<file path="config.mk">
export PLATFORM = sky130hd
export DESIGN_NAME = cpu_exc_ctrl
export DESIGN_NICKNAME = d
export VERILOG_FILES = /design/src/rtl/cpu_exc_pkg.sv /design/src/rtl/bus_phase_gen.sv /design/src/rtl/cpu_exc_ctrl.sv
export SDC_FILE = /design/constraint.sdc
export NUM_CORES = 1
export LEC_CHECK = 0
export BUFFER_PORTS_ARGS = -buffer_cell sky130_fd_sc_hd__buf_2
export CELL_PAD_IN_SITES_DETAIL_PLACEMENT = 1
export CELL_PAD_IN_SITES_GLOBAL_PLACEMENT = 1
export CORE_ASPECT_RATIO = 2
export CORE_UTILIZATION = 43
export DETAILED_ROUTE_END_ITERATION = 8
export PLACE_DENSITY_LB_ADDON = 0.12
export RECOVER_POWER = 100
export SLEW_MARGIN = 20
export SYNTH_ARGS = -nofsm -noshare
export SYNTH_HDL_FRONTEND = slang
export SYNTH_SLANG_ARGS = --single-unit
</file>
<file path="constraint.sdc">
create_clock -name mclk -period 3.5 [get_ports mclk]
set_input_delay 0.7 -clock mclk [delete_from_list [all_inputs] [get_ports mclk]]
set_output_delay 0.7 -clock mclk [all_outputs]
set_load 0.1 [all_outputs]
</file>
<file path="src/rtl/cpu_exc_pkg.sv">
// shared constants and types for the processor flag and exception control
package cpu_exc_pkg;
  // bus timing: oscillator is divided by four into one bus cycle
  localparam int CLK_HZ = 25000000;
  localparam int CYCLE_DIV = 4;
  localparam logic [1:0] PH_LAST = 2'(CYCLE_DIV - 1);
  localparam logic [1:0] PH_QFALL = 2'h1; // edge where q falls
  localparam logic [1:0] PH_EFALL = 2'h2; // edge where e falls
  localparam logic [1:0] PH_ERISE = 2'h0; // edge where e rises
  // condition flag bit positions
  localparam int FLAG_C = 0;
  localparam int FLAG_V = 1;
  localparam int FLAG_Z = 2;
  localparam int FLAG_N = 3;
  localparam int FLAG_I = 4;
  localparam int FLAG_H = 5;
  localparam int FLAG_F = 6;
  localparam int FLAG_E = 7;
  localparam logic [7:0] FLAGS_RESET = 8'h50; // both masks set
  // vector addresses, high byte fetched first
  localparam logic [15:0] VEC_RESET = 16'hFFFE;
  localparam logic [15:0] VEC_NMI = 16'hFFFC;
  localparam logic [15:0] VEC_SOFT1 = 16'hFFFA;
  localparam logic [15:0] VEC_IRQ = 16'hFFF8;
  localparam logic [15:0] VEC_FAST_REQUEST = 16'hFFF6;
  localparam logic [15:0] VEC_SOFT2 = 16'hFFF4;
  localparam logic [15:0] VEC_SOFT3 = 16'hFFF2;
  localparam logic [15:0] VEC_RESERVED = 16'hFFF0;
  localparam logic [15:0] IDLE_ADDR = 16'hFFFF;
  // bus grant length before self-refresh, reset low length in cycles
  localparam logic [3:0] GRANT_CYCLES = 4'hF;
  localparam logic [1:0] RESET_MIN_CYCLES = 2'h2;
  // pin vector positions
  localparam int PIN_RESET = 0;
  localparam int PIN_HALT = 1;
  localparam int PIN_NMI = 2;
  localparam int PIN_FAST_REQUEST = 3;
  localparam int PIN_IRQ = 4;
  localparam int PIN_BREQ = 5;
  localparam logic [5:0] PINS_IDLE = 6'h3F;
  // register byte offsets
  localparam logic [7:0] OFS_FLAGS = 8'h00;
  localparam logic [7:0] OFS_ALU = 8'h04;
  localparam logic [7:0] OFS_CMD = 8'h08;
  localparam logic [7:0] OFS_ACCESS = 8'h0C;
  localparam logic [7:0] OFS_STATUS = 8'h10;
  // alu update fields
  localparam int ALU_RES_LSB = 0;
  localparam int ALU_C7 = 8;
  localparam int ALU_C6 = 9;
  localparam int ALU_C3 = 10;
  localparam int ALU_KIND_LSB = 11;
  // command fields
  localparam int CMD_BOUNDARY = 0;
  localparam int CMD_STACK_LOADED = 1;
  localparam int CMD_SOFT1 = 2;
  localparam int CMD_SOFT2 = 3;
  localparam int CMD_SOFT3 = 4;
  localparam int CMD_WAIT = 5;
  localparam int CMD_SYNC = 6;
  localparam int CMD_RETURN = 7;
  localparam int CMD_ARG_LSB = 8;
  // access fields
  localparam int ACC_ADDR_LSB = 0;
  localparam int ACC_WRITE = 16;
  localparam int ACC_DATA_LSB = 24;
  // status fields
  localparam int ST_DATA_LSB = 0;
  localparam int ST_CODE_LSB = 8;
  localparam int ST_BUSY = 10;
  localparam int ST_NMI_ARMED = 11;
  localparam int ST_RESTORE_ALL = 12;
  localparam int ST_HALTED = 13;
  localparam int ST_VECTOR_LSB = 16;
  typedef enum logic [1:0] {
    ALU_ADD8, ALU_ADD_OTHER, ALU_SUBTRACT, ALU_LOGIC
  } alu_kind_e;
  typedef enum logic [2:0] {
    SVC_NONE, SVC_RESET, SVC_NMI, SVC_SOFT1,
    SVC_IRQ, SVC_FAST_REQUEST, SVC_SOFT2, SVC_SOFT3
  } service_e;
endpackage

</file>
<file path="src/rtl/bus_phase_gen.sv">
// quarter-cycle phase counter and quadrature bus clocks
`timescale 1ns/100ps
module bus_phase_gen
  import cpu_exc_pkg::*;
(
  input wire logic mclk,
  input wire logic rstn,
  output logic [1:0] phase,
  output logic qClk,
  output logic eClk
);
  logic [1:0] phase_ff; // current quarter of the bus cycle
  logic [1:0] nxt_phase;
  logic qClk_ff; // leads e by one quarter
  logic eClk_ff;

  // wraps after four quarters, one bus cycle per four oscillator ticks
  assign nxt_phase = (phase_ff == PH_LAST) ? 2'h0 : phase_ff + 2'h1;

  // phase counter
  always_ff @(posedge mclk) begin
    if (!rstn) begin
      phase_ff <= PH_LAST;
    end else begin
      phase_ff <= nxt_phase;
    end
  end

  // clocks are registered so they carry no decode glitches
  always_ff @(posedge mclk) begin
    if (!rstn) begin
      qClk_ff <= 1'b0;
      eClk_ff <= 1'b0;
    end else begin
      qClk_ff <= (nxt_phase == 2'h0) || (nxt_phase == 2'h1);
      eClk_ff <= (nxt_phase == 2'h1) || (nxt_phase == 2'h2);
    end
  end

  assign phase = phase_ff;
  assign qClk = qClk_ff;
  assign eClk = eClk_ff;
endmodule

</file>
<file path="src/rtl/cpu_exc_ctrl.sv">
// condition flags, interrupt, halt and bus-status control with apb access
//
// The register offsets and register access over APB are this design's own decisions.
`timescale 1ns/100ps
module cpu_exc_ctrl
  import cpu_exc_pkg::*;
(
  input wire logic mclk,
  input wire logic rstn,
  input wire logic psel,
  input wire logic penable,
  input wire logic pwrite,
  input wire logic [7:0] paddr,
  input wire logic [31:0] pwdata,
  output logic [31:0] prdata,
  output logic pready,
  output logic pslverr,
  input wire logic resetInN,
  input wire logic haltN,
  input wire logic nmiN,
  input wire logic fastRequestN,
  input wire logic irqN,
  input wire logic busRequestInN,
  output logic qClk,
  output logic eClk,
  output logic [15:0] addrOut,
  output logic addrEnN,
  output logic rwOut,
  output logic rwEnN,
  input wire logic [7:0] dataIn,
  output logic [7:0] dataOut,
  output logic dataEnN,
  output logic busAvailable,
  output logic bus_status_out,
  output logic validAccess,
  output logic [7:0] condition_flags
);
  typedef enum {
    ST_RESET, ST_RUN, ST_VEC_HI, ST_VEC_LO, ST_WAIT,
    ST_SYNC, ST_HALT, ST_GRANT, ST_DEAD, ST_REFRESH
  } state_e;

  // flags update rules applied by the alu register write
  function automatic logic [7:0] aluFlags(input logic [7:0] cur,
                                          input logic [31:0] w);
    logic [7:0] f;
    logic [7:0] res;
    logic c7;
    logic c6;
    alu_kind_e kind;
    f = cur;
    res = w[ALU_RES_LSB +: 8];
    c7 = w[ALU_C7];
    c6 = w[ALU_C6];
    kind = alu_kind_e'(w[ALU_KIND_LSB +: 2]);
    f[FLAG_Z] = (res == 8'h00);
    f[FLAG_N] = res[7];
    if (kind == ALU_LOGIC) begin
      f[FLAG_V] = 1'b0; // logic ops leave carry alone
    end else begin
      f[FLAG_V] = c7 ^ c6;
      f[FLAG_C] = (kind == ALU_SUBTRACT) ? ~c7 : c7;
    end
    // half carry only on byte adds
    if (kind == ALU_ADD8) begin
      f[FLAG_H] = w[ALU_C3];
    end
    return f;
  endfunction

  // vector address per service kind
  function automatic logic [15:0] vectorOf(input service_e s);
    case (s)
      SVC_RESET: return VEC_RESET;
      SVC_NMI: return VEC_NMI;
      SVC_SOFT1: return VEC_SOFT1;
      SVC_IRQ: return VEC_IRQ;
      SVC_FAST_REQUEST: return VEC_FAST_REQUEST;
      SVC_SOFT2: return VEC_SOFT2;
      SVC_SOFT3: return VEC_SOFT3;
      default: return VEC_RESERVED;
    endcase
  endfunction

  logic [1:0] phase; // quarter within bus cycle
  logic cycleEnd; // last quarter, state advances here
  logic [5:0] pinS1_ff; // first stage, read only by second
  logic [5:0] pinS2_ff;
  logic [5:0] pinS3_ff;
  logic [5:0] pin_ff; // filtered pin levels
  logic [2:0] intSample_ff; // nmi/fast_request/irq taken at q fall
  logic [2:0] intRec_ff; // after one cycle of synchronisation
  logic nmiArmed_ff; // stays off until stack pointer loaded
  logic nmiLatch_ff; // pending non-maskable request
  logic [1:0] rstCnt_ff; // bus cycles with reset held low
  logic resetLatch_ff; // reset seen, waiting to be taken
  state_e state_ff;
  state_e nxtState;
  service_e svc_ff; // service being vectored
  service_e nxtSvc;
  logic startSvc;
  logic [3:0] grantCnt_ff; // cycles spent in bus grant
  logic refreshDue_ff; // dead cycle leads into refresh
  logic [7:0] cmdPend_ff; // command pulses waiting for cycle end
  logic accessPend_ff; // software bus access waiting
  logic [31:0] access_ff; // its address, direction and data
  logic curAccess_ff; // this cycle is a real access
  logic curWrite_ff;
  logic [7:0] readData_ff;
  logic [15:0] vector_ff;
  logic restoreAll_ff; // return unstacks everything
  logic [7:0] flags_ff;
  logic [15:0] addr_ff;
  logic addrEnN_ff;
  logic rw_ff;
  logic [7:0] dataOut_ff;
  logic dataEnN_ff;
  logic ba_ff;
  logic bs_ff;
  logic valid_ff;
  logic [31:0] prdata_ff;
  logic mapped;
  logic wrEn;
  logic halted;
  logic nmiIn;
  logic fastIn;
  logic irqIn;
  logic fastOk;
  logic irqOk;
  logic takeAccess;

  bus_phase_gen phaseGen (
    .mclk(mclk),
    .rstn(rstn),
    .phase(phase),
    .qClk(qClk),
    .eClk(eClk)
  );
  assign cycleEnd = (phase == PH_LAST);

  // three-stage pin synchroniser, level taken when stages two and three agree
  always_ff @(posedge mclk) begin
    if (!rstn) begin
      pinS1_ff <= PINS_IDLE;
      pinS2_ff <= PINS_IDLE;
      pinS3_ff <= PINS_IDLE;
      pin_ff <= PINS_IDLE;
    end else begin
      pinS1_ff <= {busRequestInN, irqN, fastRequestN, nmiN, haltN, resetInN};
      pinS2_ff <= pinS1_ff;
      pinS3_ff <= pinS2_ff;
      for (int i = 0; i < 6; i++) begin
        if (pinS2_ff[i] == pinS3_ff[i]) begin
          pin_ff[i] <= pinS3_ff[i];
        end
      end
    end
  end

  // interrupt lines sampled at q fall, recognised next cycle end
  always_ff @(posedge mclk) begin
    if (!rstn) begin
      intSample_ff <= 3'h7;
      intRec_ff <= 3'h7;
    end else begin
      if (phase == PH_QFALL) begin
        intSample_ff <= pin_ff[PIN_IRQ:PIN_NMI];
      end
      if (cycleEnd) begin
        intRec_ff <= intSample_ff;
      end
    end
  end
  assign nmiIn = intRec_ff[0];
  assign fastIn = intRec_ff[1];
  assign irqIn = intRec_ff[2];
  assign fastOk = !fastIn && !flags_ff[FLAG_F];
  assign irqOk = !irqIn && !flags_ff[FLAG_I];

  // edge latch, armed only after first stack load; set beats clear
  always_ff @(posedge mclk) begin
    if (!rstn || resetLatch_ff) begin
      nmiArmed_ff <= 1'b0;
      nmiLatch_ff <= 1'b0;
    end else begin
      if (wrEn && paddr == OFS_CMD && pwdata[CMD_STACK_LOADED]) begin
        nmiArmed_ff <= 1'b1;
      end
      if (cycleEnd && nmiArmed_ff && !intSample_ff[0] && nmiIn) begin
        nmiLatch_ff <= 1'b1;
      end else if (cycleEnd && startSvc && nxtSvc == SVC_NMI) begin
        nmiLatch_ff <= 1'b0;
      end
    end
  end

  // reset pin must stay low longer than one bus cycle
  always_ff @(posedge mclk) begin
    if (!rstn) begin
      rstCnt_ff <= 2'h0;
      resetLatch_ff <= 1'b0;
    end else if (cycleEnd) begin
      if (pin_ff[PIN_RESET]) begin
        rstCnt_ff <= 2'h0;
      end else if (rstCnt_ff != RESET_MIN_CYCLES) begin
        rstCnt_ff <= rstCnt_ff + 2'h1;
      end
      if (!pin_ff[PIN_RESET] && rstCnt_ff + 2'h1 >= RESET_MIN_CYCLES) begin
        resetLatch_ff <= 1'b1;
      end else if (nxtState == ST_RESET) begin
        resetLatch_ff <= 1'b0;
      end
    end
  end

  // next bus-cycle state, decided at the last quarter
  always_comb begin
    nxtState = state_ff;
    nxtSvc = SVC_NONE;
    startSvc = 1'b0;
    case (state_ff)
      ST_RESET: begin
        // leave only with pin released; halt low keeps it parked
        if (pin_ff[PIN_RESET] && pin_ff[PIN_HALT]) begin
          nxtState = ST_VEC_HI;
          nxtSvc = SVC_RESET;
          startSvc = 1'b1;
        end
      end
      ST_RUN: begin
        // request honoured at end of any running cycle
        if (!pin_ff[PIN_BREQ]) begin
          nxtState = ST_GRANT;
        end else if (cmdPend_ff[CMD_BOUNDARY]) begin
          if (!pin_ff[PIN_HALT]) begin
            nxtState = ST_HALT;
          end else if (nmiLatch_ff) begin
            nxtSvc = SVC_NMI;
          end else if (fastOk) begin
            nxtSvc = SVC_FAST_REQUEST;
          end else if (irqOk) begin
            nxtSvc = SVC_IRQ;
          end else if (cmdPend_ff[CMD_SOFT1]) begin
            nxtSvc = SVC_SOFT1;
          end else if (cmdPend_ff[CMD_SOFT2]) begin
            nxtSvc = SVC_SOFT2;
          end else if (cmdPend_ff[CMD_SOFT3]) begin
            nxtSvc = SVC_SOFT3;
          end else if (cmdPend_ff[CMD_WAIT]) begin
            nxtState = ST_WAIT;
          end else if (cmdPend_ff[CMD_SYNC]) begin
            nxtState = ST_SYNC;
          end
          if (nxtSvc != SVC_NONE) begin
            nxtState = ST_VEC_HI;
            startSvc = 1'b1;
          end
        end
      end
      ST_WAIT, ST_SYNC: begin
        // waiting states take requests without an instruction end
        if (nmiLatch_ff) begin
          nxtSvc = SVC_NMI;
        end else if (fastOk) begin
          nxtSvc = SVC_FAST_REQUEST;
        end else if (irqOk) begin
          nxtSvc = SVC_IRQ;
        end
        if (nxtSvc != SVC_NONE) begin
          nxtState = ST_VEC_HI;
          startSvc = 1'b1;
        end else if (state_ff == ST_SYNC && (!fastIn || !irqIn)) begin
          nxtState = ST_RUN; // masked line just ends the sync
        end
      end
      ST_VEC_HI: nxtState = ST_VEC_LO;
      ST_VEC_LO: nxtState = ST_RUN;
      // only the halt pin releases, requests wait
      ST_HALT: begin
        if (pin_ff[PIN_HALT]) begin
          nxtState = ST_DEAD;
        end
      end
      ST_GRANT: begin
        if (pin_ff[PIN_BREQ]) begin
          nxtState = ST_DEAD;
        // take the bus back for refresh
        end else if (grantCnt_ff == GRANT_CYCLES - 4'h1) begin
          nxtState = ST_DEAD;
        end
      end
      ST_DEAD: nxtState = refreshDue_ff ? ST_REFRESH : ST_RUN;
      ST_REFRESH: nxtState = ST_DEAD;
      default: nxtState = ST_RUN;
    endcase
    // reset wins anywhere except while halt keeps it latched
    if (resetLatch_ff && !(state_ff == ST_HALT && !pin_ff[PIN_HALT])) begin
      nxtState = ST_RESET;
      nxtSvc = SVC_NONE;
      startSvc = 1'b0;
    end
  end

  // state, service and grant counter step once per bus cycle
  always_ff @(posedge mclk) begin
    if (!rstn) begin
      state_ff <= ST_RESET;
      svc_ff <= SVC_NONE;
      grantCnt_ff <= 4'h0;
      refreshDue_ff <= 1'b0;
    end else if (cycleEnd) begin
      state_ff <= nxtState;
      if (startSvc) begin
        svc_ff <= nxtSvc;
      end
      grantCnt_ff <= (state_ff == ST_GRANT) ? grantCnt_ff + 4'h1 : 4'h0;
      if (state_ff == ST_GRANT) begin
        refreshDue_ff <= !pin_ff[PIN_BREQ];
      end else if (state_ff == ST_REFRESH) begin
        refreshDue_ff <= 1'b0;
      end
    end
  end

  // command pulses wait for the next running cycle end with no bus request; a new write beats consume
  always_ff @(posedge mclk) begin
    if (!rstn) begin
      cmdPend_ff <= 8'h00;
    end else begin
      if (wrEn && paddr == OFS_CMD) begin
        cmdPend_ff <= pwdata[7:0];
      end else if (cycleEnd && state_ff == ST_RUN && pin_ff[PIN_BREQ]) begin
        cmdPend_ff <= 8'h00;
      end
    end
  end

  // a software access rides on the next ordinary running cycle
  assign takeAccess = cycleEnd && accessPend_ff && nxtState == ST_RUN
                      && state_ff == ST_RUN;
  always_ff @(posedge mclk) begin
    if (!rstn) begin
      accessPend_ff <= 1'b0;
      access_ff <= 32'h0;
    end else begin
      if (wrEn && paddr == OFS_ACCESS && !accessPend_ff && !curAccess_ff) begin
        accessPend_ff <= 1'b1;
        access_ff <= pwdata;
      end else if (takeAccess) begin
        accessPend_ff <= 1'b0;
      end
    end
  end

  // flags: service entry outranks software writes in the same tick
  always_ff @(posedge mclk) begin
    if (!rstn) begin
      flags_ff <= FLAGS_RESET;
      restoreAll_ff <= 1'b0;
    end else if (cycleEnd && startSvc) begin
      // normal mask set except second/third soft
      if (nxtSvc != SVC_SOFT2 && nxtSvc != SVC_SOFT3) begin
        flags_ff[FLAG_I] <= 1'b1;
      end
      // fast mask set by reset, nmi, fast, soft one
      if (nxtSvc == SVC_RESET || nxtSvc == SVC_NMI ||
          nxtSvc == SVC_FAST_REQUEST || nxtSvc == SVC_SOFT1) begin
        flags_ff[FLAG_F] <= 1'b1;
      end
      // entire unless fast, reset leaves it; waiting already stacked all
      if (nxtSvc != SVC_RESET && state_ff != ST_WAIT) begin
        flags_ff[FLAG_E] <= (nxtSvc != SVC_FAST_REQUEST);
      end
    end else if (wrEn && paddr == OFS_FLAGS) begin
      flags_ff <= pwdata[7:0];
    end else if (wrEn && paddr == OFS_ALU) begin
      flags_ff <= aluFlags(flags_ff, pwdata);
    end else if (wrEn && paddr == OFS_CMD && pwdata[CMD_WAIT]) begin
      // wait stacks the full state up front
      flags_ff <= (flags_ff & pwdata[CMD_ARG_LSB +: 8]) | 8'h80;
    end else if (wrEn && paddr == OFS_CMD && pwdata[CMD_RETURN]) begin
      // stacked entire bit sets the unstack extent
      flags_ff <= pwdata[CMD_ARG_LSB +: 8];
      restoreAll_ff <= pwdata[CMD_ARG_LSB + FLAG_E];
    end
  end

  // bus pins for the coming cycle, loaded as q rises
  always_ff @(posedge mclk) begin
    if (!rstn) begin
      addr_ff <= IDLE_ADDR;
      addrEnN_ff <= 1'b1;
      rw_ff <= 1'b1;
      ba_ff <= 1'b0;
      bs_ff <= 1'b0;
      valid_ff <= 1'b0;
      curAccess_ff <= 1'b0;
      curWrite_ff <= 1'b0;
      dataOut_ff <= 8'h00;
    end else if (cycleEnd) begin
      // idle cycle: all ones, read, status low
      addr_ff <= IDLE_ADDR;
      rw_ff <= 1'b1;
      valid_ff <= 1'b0;
      curAccess_ff <= takeAccess;
      curWrite_ff <= takeAccess && access_ff[ACC_WRITE];
      ba_ff <= nxtState inside {ST_SYNC, ST_HALT, ST_GRANT} ||
               (nxtState == ST_RESET && !pin_ff[PIN_HALT]);
      bs_ff <= nxtState inside {ST_VEC_HI, ST_VEC_LO, ST_HALT, ST_GRANT} ||
               (nxtState == ST_RESET && !pin_ff[PIN_HALT]);
      // floated in sync, whenever granted or halted, and for the dead cycle
      addrEnN_ff <= nxtState inside {ST_SYNC, ST_HALT, ST_GRANT, ST_DEAD} ||
                    (nxtState == ST_RESET && !pin_ff[PIN_HALT]);
      if (nxtState == ST_VEC_HI) begin
        addr_ff <= vectorOf(startSvc ? nxtSvc : svc_ff);
        valid_ff <= 1'b1;
      end else if (nxtState == ST_VEC_LO) begin
        addr_ff <= vectorOf(svc_ff) | 16'h0001;
        valid_ff <= 1'b1;
      end else if (takeAccess) begin
        addr_ff <= access_ff[ACC_ADDR_LSB +: 16];
        rw_ff <= !access_ff[ACC_WRITE];
        dataOut_ff <= access_ff[ACC_DATA_LSB +: 8];
        valid_ff <= 1'b1;
      end
    end
  end

  // write data driven while e is high
  always_ff @(posedge mclk) begin
    if (!rstn) begin
      dataEnN_ff <= 1'b1;
    end else if (phase == PH_ERISE) begin
      dataEnN_ff <= !curWrite_ff;
    end else if (phase == PH_EFALL) begin
      dataEnN_ff <= 1'b1;
    end
  end

  // read data taken as e falls; memory shares this clock
  always_ff @(posedge mclk) begin
    if (!rstn) begin
      readData_ff <= 8'h00;
      vector_ff <= 16'h0000;
    end else if (phase == PH_EFALL) begin
      if (state_ff == ST_VEC_HI) begin
        vector_ff[15:8] <= dataIn;
      end else if (state_ff == ST_VEC_LO) begin
        vector_ff[7:0] <= dataIn;
      end else if (curAccess_ff && !curWrite_ff) begin
        readData_ff <= dataIn;
      end
    end
  end

  // apb slave: zero wait states, error on unmapped offsets
  assign mapped = paddr inside {OFS_FLAGS, OFS_ALU, OFS_CMD, OFS_ACCESS,
                                OFS_STATUS};
  assign wrEn = psel && penable && pwrite && mapped;
  assign halted = (state_ff == ST_HALT);
  always_ff @(posedge mclk) begin
    if (!rstn) begin
      prdata_ff <= 32'h0;
    end else if (psel && !penable) begin
      prdata_ff <= 32'h0;
      case (paddr)
        OFS_FLAGS: prdata_ff[7:0] <= flags_ff;
        OFS_STATUS: begin
          prdata_ff[ST_DATA_LSB +: 8] <= readData_ff;
          prdata_ff[ST_CODE_LSB +: 2] <= {ba_ff, bs_ff};
          prdata_ff[ST_BUSY] <= accessPend_ff || curAccess_ff;
          prdata_ff[ST_NMI_ARMED] <= nmiArmed_ff;
          prdata_ff[ST_RESTORE_ALL] <= restoreAll_ff;
          prdata_ff[ST_HALTED] <= halted;
          prdata_ff[ST_VECTOR_LSB +: 16] <= vector_ff;
        end
        default: prdata_ff <= 32'h0;
      endcase
    end
  end

  assign prdata = prdata_ff;
  assign pready = 1'b1;
  assign pslverr = psel && penable && !mapped;
  assign addrOut = addr_ff;
  assign addrEnN = addrEnN_ff;
  assign rwOut = rw_ff;
  assign rwEnN = addrEnN_ff;
  assign dataOut = dataOut_ff;
  assign dataEnN = dataEnN_ff;
  assign busAvailable = ba_ff;
  assign bus_status_out = bs_ff;
  assign validAccess = valid_ff;
  assign condition_flags = flags_ff;
endmodule

</file>
==> results.sh, run 1 <==
export IMPL_status="finished, violations left"
export IMPL_violations="max-capacitance violations, max-slew violations"
export IMPL_post_cts_buffers=0
export IMPL_synth_distinct_cells=77
export IMPL_synth_compound_area_frac=0.173
export IMPL_grt_pass1_wl_um=38200
export IMPL_synth_xor_area_share=0.00303
export IMPL_wire_per_inst_um=18.3
export IMPL_seqPwrFrac=0.460
export IMPL_route_detailed_drc=0
export IMPL_core_area_mm2=0.0198
export IMPL_crit_type="reg2reg"
export IMPL_drv_cap=1
export IMPL_cp_start_kind="register"
export IMPL_synth_enable_flop_cells=0
export IMPL_dieArea_mm2=0.0207
export IMPL_drtAntennaViolNets=0
export IMPL_start_util=0.437
export IMPL_whs_ns=0.394
export IMPL_vias=7138
export IMPL_syn_area_per_cell_um2=9.27
export IMPL_synth_area_mux_share=0.0533
export IMPL_synth_fa_ha_area_frac=0.0217
export IMPL_endpoint_kind="register"
export IMPL_ir_drop_v=0.000360
export IMPL_clock_latency_ns=0.49
export IMPL_cts_root_buf="clkbuf_16"
export IMPL_clk_pin_slew_ns=0.06
export IMPL_overflow=0
export IMPL_rsz0062_at_grt="no"
export IMPL_ys_seq_area_frac=0.476
export IMPL_grt_pass1_vias=7318
export IMPL_worst_pin_slew_ns=1.63
export IMPL_slew_headroom=-0.0860
export IMPL_cts_resized=0
export IMPL_instances_no_fill=1319
export IMPL_crit_path_max_fanout=11
export IMPL_fin_crit_sh=0.904
export IMPL_antenna_found_initial=0
export IMPL_min_period_ns=3.16
export IMPL_die_height_um=203
export IMPL_worstPathRequired_ns=3.78
export IMPL_synthSimpleGateAreaFrac=0.227
export IMPL_layout_nets=1117
export IMPL_hold_viol=0
export IMPL_clock_sinks=206
export IMPL_h_tree_depth=1
export IMPL_holdBufCountCts=0
export IMPL_diodes=0
export IMPL_syn_inst=934
export IMPL_p_leak_nw=3.85
export IMPL_ys_async_sr_fraction=0
export IMPL_yosys_register_bits=206
export IMPL_netSwitchingFraction=0.276
export IMPL_slew_viol_final=175
export IMPL_synth_warnings=0
export IMPL_grt_max_degree=175
export IMPL_grt_total_usage=0.237
export IMPL_power_frac_clock=0.405
export IMPL_p_switching_w=0.00146
export IMPL_fin_util=0.506
export IMPL_numCtsBuffers=20
export IMPL_power_density_mw_per_mm2=529
export IMPL_rows=73
export IMPL_dp_hpwl_um=17300
export IMPL_combPwrFrac=0.135
export IMPL_drt_total_wl_um=24100
export IMPL_via_per_inst=5.41
export IMPL_totalNegativeSetupSlack_ns=0
export IMPL_n_fill_cell=2375
export IMPL_hold_path_class="in2reg"
export IMPL_drive_above_1_share=0.116
export IMPL_drt_initial_drc_count=270
export IMPL_gp_congestion=0.914
export IMPL_finClkSkew_ns=0.00895
export IMPL_firstDrtPassIters=4
export IMPL_fmax_mhz=316
export IMPL_io_pin_count=134
export IMPL_die_x_um=102
export IMPL_ys_flop_type="dfxtp_1"
export IMPL_synth_top_family_by_area="simple AND/OR/NAND/NOR gates"
export IMPL_cts_buffer_depth=3
export IMPL_dpl_cell_count=1283
export IMPL_crit_arrival_ns=3.44
export IMPL_syn2layout_area_growth_pct=15.9
export IMPL_cts_tree="yes"
export IMPL_synth_cell_area_mm2=0.00866
export IMPL_p_int_w=0.00384
export IMPL_io_buffers=123
export IMPL_finalSetupViolations=0
## power groups by stage
stage,clock (W),combinational [W],sequential (W)
detailed placement,0,0.000738,0.00249
CTS,0.00222,0.000740,0.00244
floorplan,0,0.000375,0.00265
global route,0.00232,0.000770,0.00245
finish,0.00215,0.000714,0.00244
global placement,0,0.000729,0.00249
## kinds of logic (layout without fill, tap and decap cells)
kind of cell | after synthesis | count (layout)
simple gates | 368 | 368
compound gates | 208 | 208
fa+ha+maj | 15 | 15
mux | 46 | 46
flops | 206 | 206
other cells | 2 | 3
xor+xnor | 3 | 3
buf+inv | 86 | 208
## per-layer routing
layer,part of all wire,GRT usage,up-vias
li1,-,-,3471
met1,0.38,0.253,3432
met2,0.54,0.444,172
met3,0.039,0.0272,63
met4,0.047,0.114,0
met5,0,0,-
## cell type report
class	instances	area, um^2	share of cell area
Sequential cell	206	4120	0.411
Tap cell	262	328	0.0327
Clock inverter	3	18.8	0.00187
Timing Repair Buffer	147	672	0.0670
Inverter	25	93.8	0.00935
Clock buffer	33	641	0.0638
Multi-Input combinational cell	643	4160	0.414
## final timing paths
| path | cells past startpoint | slack (ns) | startpoint | endpoint |
|---|---|---|---|---|
| setup reg to reg | 10 | 0.34 | state_ff[0] | addrOut[1] |
| hold reg to reg | 1 | 0.40 | pinS1_ff[1] | pinS2_ff[1] |
| setup / recovery | 10 | 0.34 | state_ff[0] | addrOut[1] |
| hold / removal | 2 | 0.39 | resetInN | pinS1_ff[0] |
## registers in the layout, indices dropped and copies added (netlist names), 8 cells and up
register and cells:
addrOut 16, prdata 30, vector_ff 16, access_ff 25, dataOut 8, state_ff 32
condition_flags 8, readData_ff 8
## worst max-delay path: stages (launching register included)
cell	delay, ns
dfxtp_1	0.60
nor4b_2	0.37
a21oi_1	0.19
o21bai_1	0.25
nand3_1	0.20
a21oi_1	0.35
inv_1	0.11
ha_1	0.22
or3_1	0.36
o311ai_0	0.12
o221ai_1	0.18
## metrics by stage
stage / worst slack, ns / total power, W / cell area, um^2
floorplan: 0.260 / 0.00302 / 8660
global placement: 0.476 / 0.00322 / 9520
detailed placement: 0.408 / 0.00323 / 9520
CTS: 0.385 / 0.00540 / 10200
global route: 0.0979 / 0.00553 / 10000
finish: 0.337 / 0.00531 / 10000
## placed cells by master, fill, tap and decap left out, types with 28 or more instances in the layout
master and instances:
buf_2 50, o21ai_0 30, mux2i_1 45, clkbuf_1 86, a21oi_1 28, nor2b_1 69
dfxtp_1 206, nor2_1 42, a22oi_1 36, nand2_1 119, nand2b_1 30, a21boi_0 40
## Yosys cell counts (7+ instances only)
master	n	area, um^2
nor3_1	8	40.0
mux2i_1	45	450
o22ai_1	12	75.1
nor2b_1	69	432
and2_1	33	206
or3_1	7	43.8
a21boi_0	22	165
nor2_1	42	158
nor4_1	10	62.6
a21boi_1	21	158
nand3_1	8	40.0
ha_1	15	188
inv_1	25	93.8
a22oi_1	36	270
nand4_1	9	56.3
nand2b_1	30	188
a31oi_1	7	43.8
nand2_1	119	447
o21ai_0	30	150
dfxtp_1	206	4120
clkbuf_1	42	158
buf_2	8	40.0
a21oi_1	28	140
Power figures use the tool's default switching activity.
==> run 2, diff against run 1 <==
--- a/config.mk
+++ b/config.mk
@@ -13,6 +13,7 @@
 export DETAILED_ROUTE_END_ITERATION = 8
 export PLACE_DENSITY_LB_ADDON = 0.12
 export RECOVER_POWER = 100
+export REMOVE_ABC_BUFFERS = 1
 export SLEW_MARGIN = 20
 export SYNTH_ARGS = -nofsm -noshare
 export SYNTH_HDL_FRONTEND = slang
==> results.sh, run 2 (synthesis results as in run 1) <==
export IMPL_overflow=0
export IMPL_wire_per_inst_um=17.3
export IMPL_power_frac_clock=0.390
export IMPL_final_seq_area_mm2=0.00412
export IMPL_dp_hpwl_um=16300
export IMPL_wl_met1_um=8910
export IMPL_drt_initial_drc_count=213
export IMPL_top_layer_used="met4"
export IMPL_grt_total_usage=0.224
export IMPL_drive_above_1_share=0.114
export IMPL_cpMaxStageDelayCell="dfxtp_1"
export IMPL_reg2reg_depth=12
export IMPL_holdBufCountCts=0
export IMPL_clock_sinks=206
export IMPL_die_height_um=203
export IMPL_firstDrtPassIters=4
export IMPL_grt_pass1_vias=7297
export IMPL_dieArea_mm2=0.0207
export IMPL_p_int_w=0.00377
export IMPL_rows=73
export IMPL_p_switching_w=0.00141
export IMPL_gp_congestion=0.936
export IMPL_wl_met2_um=12200
export IMPL_post_cts_buffers=0
export IMPL_crit_type="reg2reg"
export IMPL_met3_length_um=696
export IMPL_final_cell_area_mm2=0.00999
export IMPL_p_leak_nw=3.85
export IMPL_slew_headroom=-0.547
export IMPL_min_period_ns=3.15
export IMPL_finalSetupViolations=0
export IMPL_cp_start_kind="register"
export IMPL_rsz0062_at_grt="no"
export IMPL_core_area_mm2=0.0198
export IMPL_totalNegativeSetupSlack_ns=0
export IMPL_crit_arrival_ns=3.42
export IMPL_seqPwrFrac=0.470
export IMPL_drv_cap=2
export IMPL_final_cell_mix="dfxtp_1 (206), nand2_1 (119), clkbuf_1 (83), nor2b_1 (69), buf_2 (50)"
export IMPL_grt_max_degree=76
export IMPL_die_x_um=102
export IMPL_violations="max-capacitance violations, max-slew violations"
export IMPL_fmax_mhz=317
export IMPL_worstPathRequired_ns=3.76
export IMPL_hold_path_class="in2reg"
export IMPL_largest_reg_flops=32
export IMPL_multiInputGateArea_mm2=0.00415
export IMPL_ir_drop_v=0.000461
export IMPL_vias=7124
export IMPL_power_w=0.00518
export IMPL_place_ws_ns=0.454
export IMPL_netSwitchingFraction=0.272
export IMPL_io_buffers=123
export IMPL_grt_pass1_wl_um=36800
export IMPL_hold_depth=2
export IMPL_cts_buffer_depth=3
export IMPL_drtAntennaViolNets=0
export IMPL_syn2layout_area_growth_pct=15.4
export IMPL_fin_crit_sh=0.901
export IMPL_endpoint_kind="register"
export IMPL_h_tree_depth=1
export IMPL_start_util=0.437
export IMPL_io_pin_count=134
export IMPL_slew_viol_final=120
export IMPL_hold_viol=0
export IMPL_n_fill_cell=2391
export IMPL_crit_path_max_fanout=12
export IMPL_path_cells="buf_4, nor2_1, and4_1, o21bai_1, nand3_1, nor3_1, a21oi_1, inv_1, ha_1, or3_1, o311ai_1, o221ai_1"
export IMPL_mostFrequentLayoutCell="dfxtp_1"
export IMPL_clk_pin_slew_ns=0.07
export IMPL_route_detailed_drc=0
export IMPL_drt_total_wl_um=22700
export IMPL_finClkSkew_ns=0.0123
export IMPL_numCtsBuffers=19
export IMPL_cts_root_buf="clkbuf_16"
export IMPL_cts_resized=0
export IMPL_max_stage_delay_ns=0.61
export IMPL_antenna_found_initial=1
export IMPL_layout_nets=1119
export IMPL_clock_latency_ns=0.48
export IMPL_status="finished, violations left"
export IMPL_place_area_mm2=0.00955
export IMPL_cts_tree="yes"
export IMPL_worst_pin_slew_ns=2.32
export IMPL_via_per_inst=5.41
export IMPL_setup_slack_ns=0.347
export IMPL_power_density_mw_per_mm2=519
export IMPL_combPwrFrac=0.139
export IMPL_largest_register="state_ff"
[run 2: changes by cell type in the layout (fill, tap and decap cells not counted), moves of 2 or more]
cell	change
clkbuf_16	-2
and2_0	-16
buf_4	+3
clkbuf_1	-3
o311ai_1	+2
and2_1	+16
bufinv_16	+2
clkbuf_8	-5
o311ai_0	-2
[run 2: path summary, 6_finish.rpt]
| check | from | to | slack [ns] |
|---|---|---|---|
| setup reg to reg | state_ff[2] | addrOut[1] | 0.35 |
| hold reg to reg | pinS1_ff[3] | pinS2_ff[3] | 0.41 |
| hold / removal | busRequestInN | pinS1_ff[5] | 0.40 |
| setup / recovery | state_ff[2] | addrOut[1] | 0.35 |
[run 2: per-stage QoR]
| step | hold slack [ns] | util | instances |
|---|---|---|---|
| 2_1_floorplan | 0.386 | - | 874 |
| 3_3_place_gp | 0.389 | 0.482 | 1286 |
| 3_5_place_dp | 0.397 | 0.482 | 1286 |
| 4_1_cts | 0.388 | 0.511 | 1315 |
| 5_1_grt | 0.399 | 0.504 | 1316 |
| 6_report | 0.401 | 0.504 | 1316 |
[run 2: worst max-delay path, delay by kind of cell (launching register included)]
family / cells / cell delay [ns]
fa+ha+maj: 1 / 0.22
buf+inv: 2 / 0.34
compound gates: 4 / 0.73
simple gates: 5 / 1.02
flops: 1 / 0.61
[run 2: area by class of cell]
type | count | share of cell area
diodes | 1 | 0.000250
clock buffers | 24 | 0.0515
clock inverters | 5 | 0.00776
inverters | 25 | 0.00939
multi-input cells | 643 | 0.415
flip-flops and latches | 206 | 0.413
well taps | 262 | 0.0328
repair buffers | 150 | 0.0701
[run 2: metal layers]
layer / GRT usage / vias to the layer above
li1: - / 3469
met1: 0.245 / 3451
met2: 0.419 / 143
met3: 0.0265 / 61
met4: 0.0918 / 0
met5: 0 / -
[run 2: power groups by stage]
stage | registers (W) | logic (W) | clock network [W]
global placement | 0.00249 | 0.000727 | 0
detailed placement | 0.00249 | 0.000738 | 0
finish | 0.00244 | 0.000721 | 0.00202
floorplan | 0.00267 | 0.000313 | 0
global route | 0.00244 | 0.000777 | 0.00218
CTS | 0.00244 | 0.000742 | 0.00209
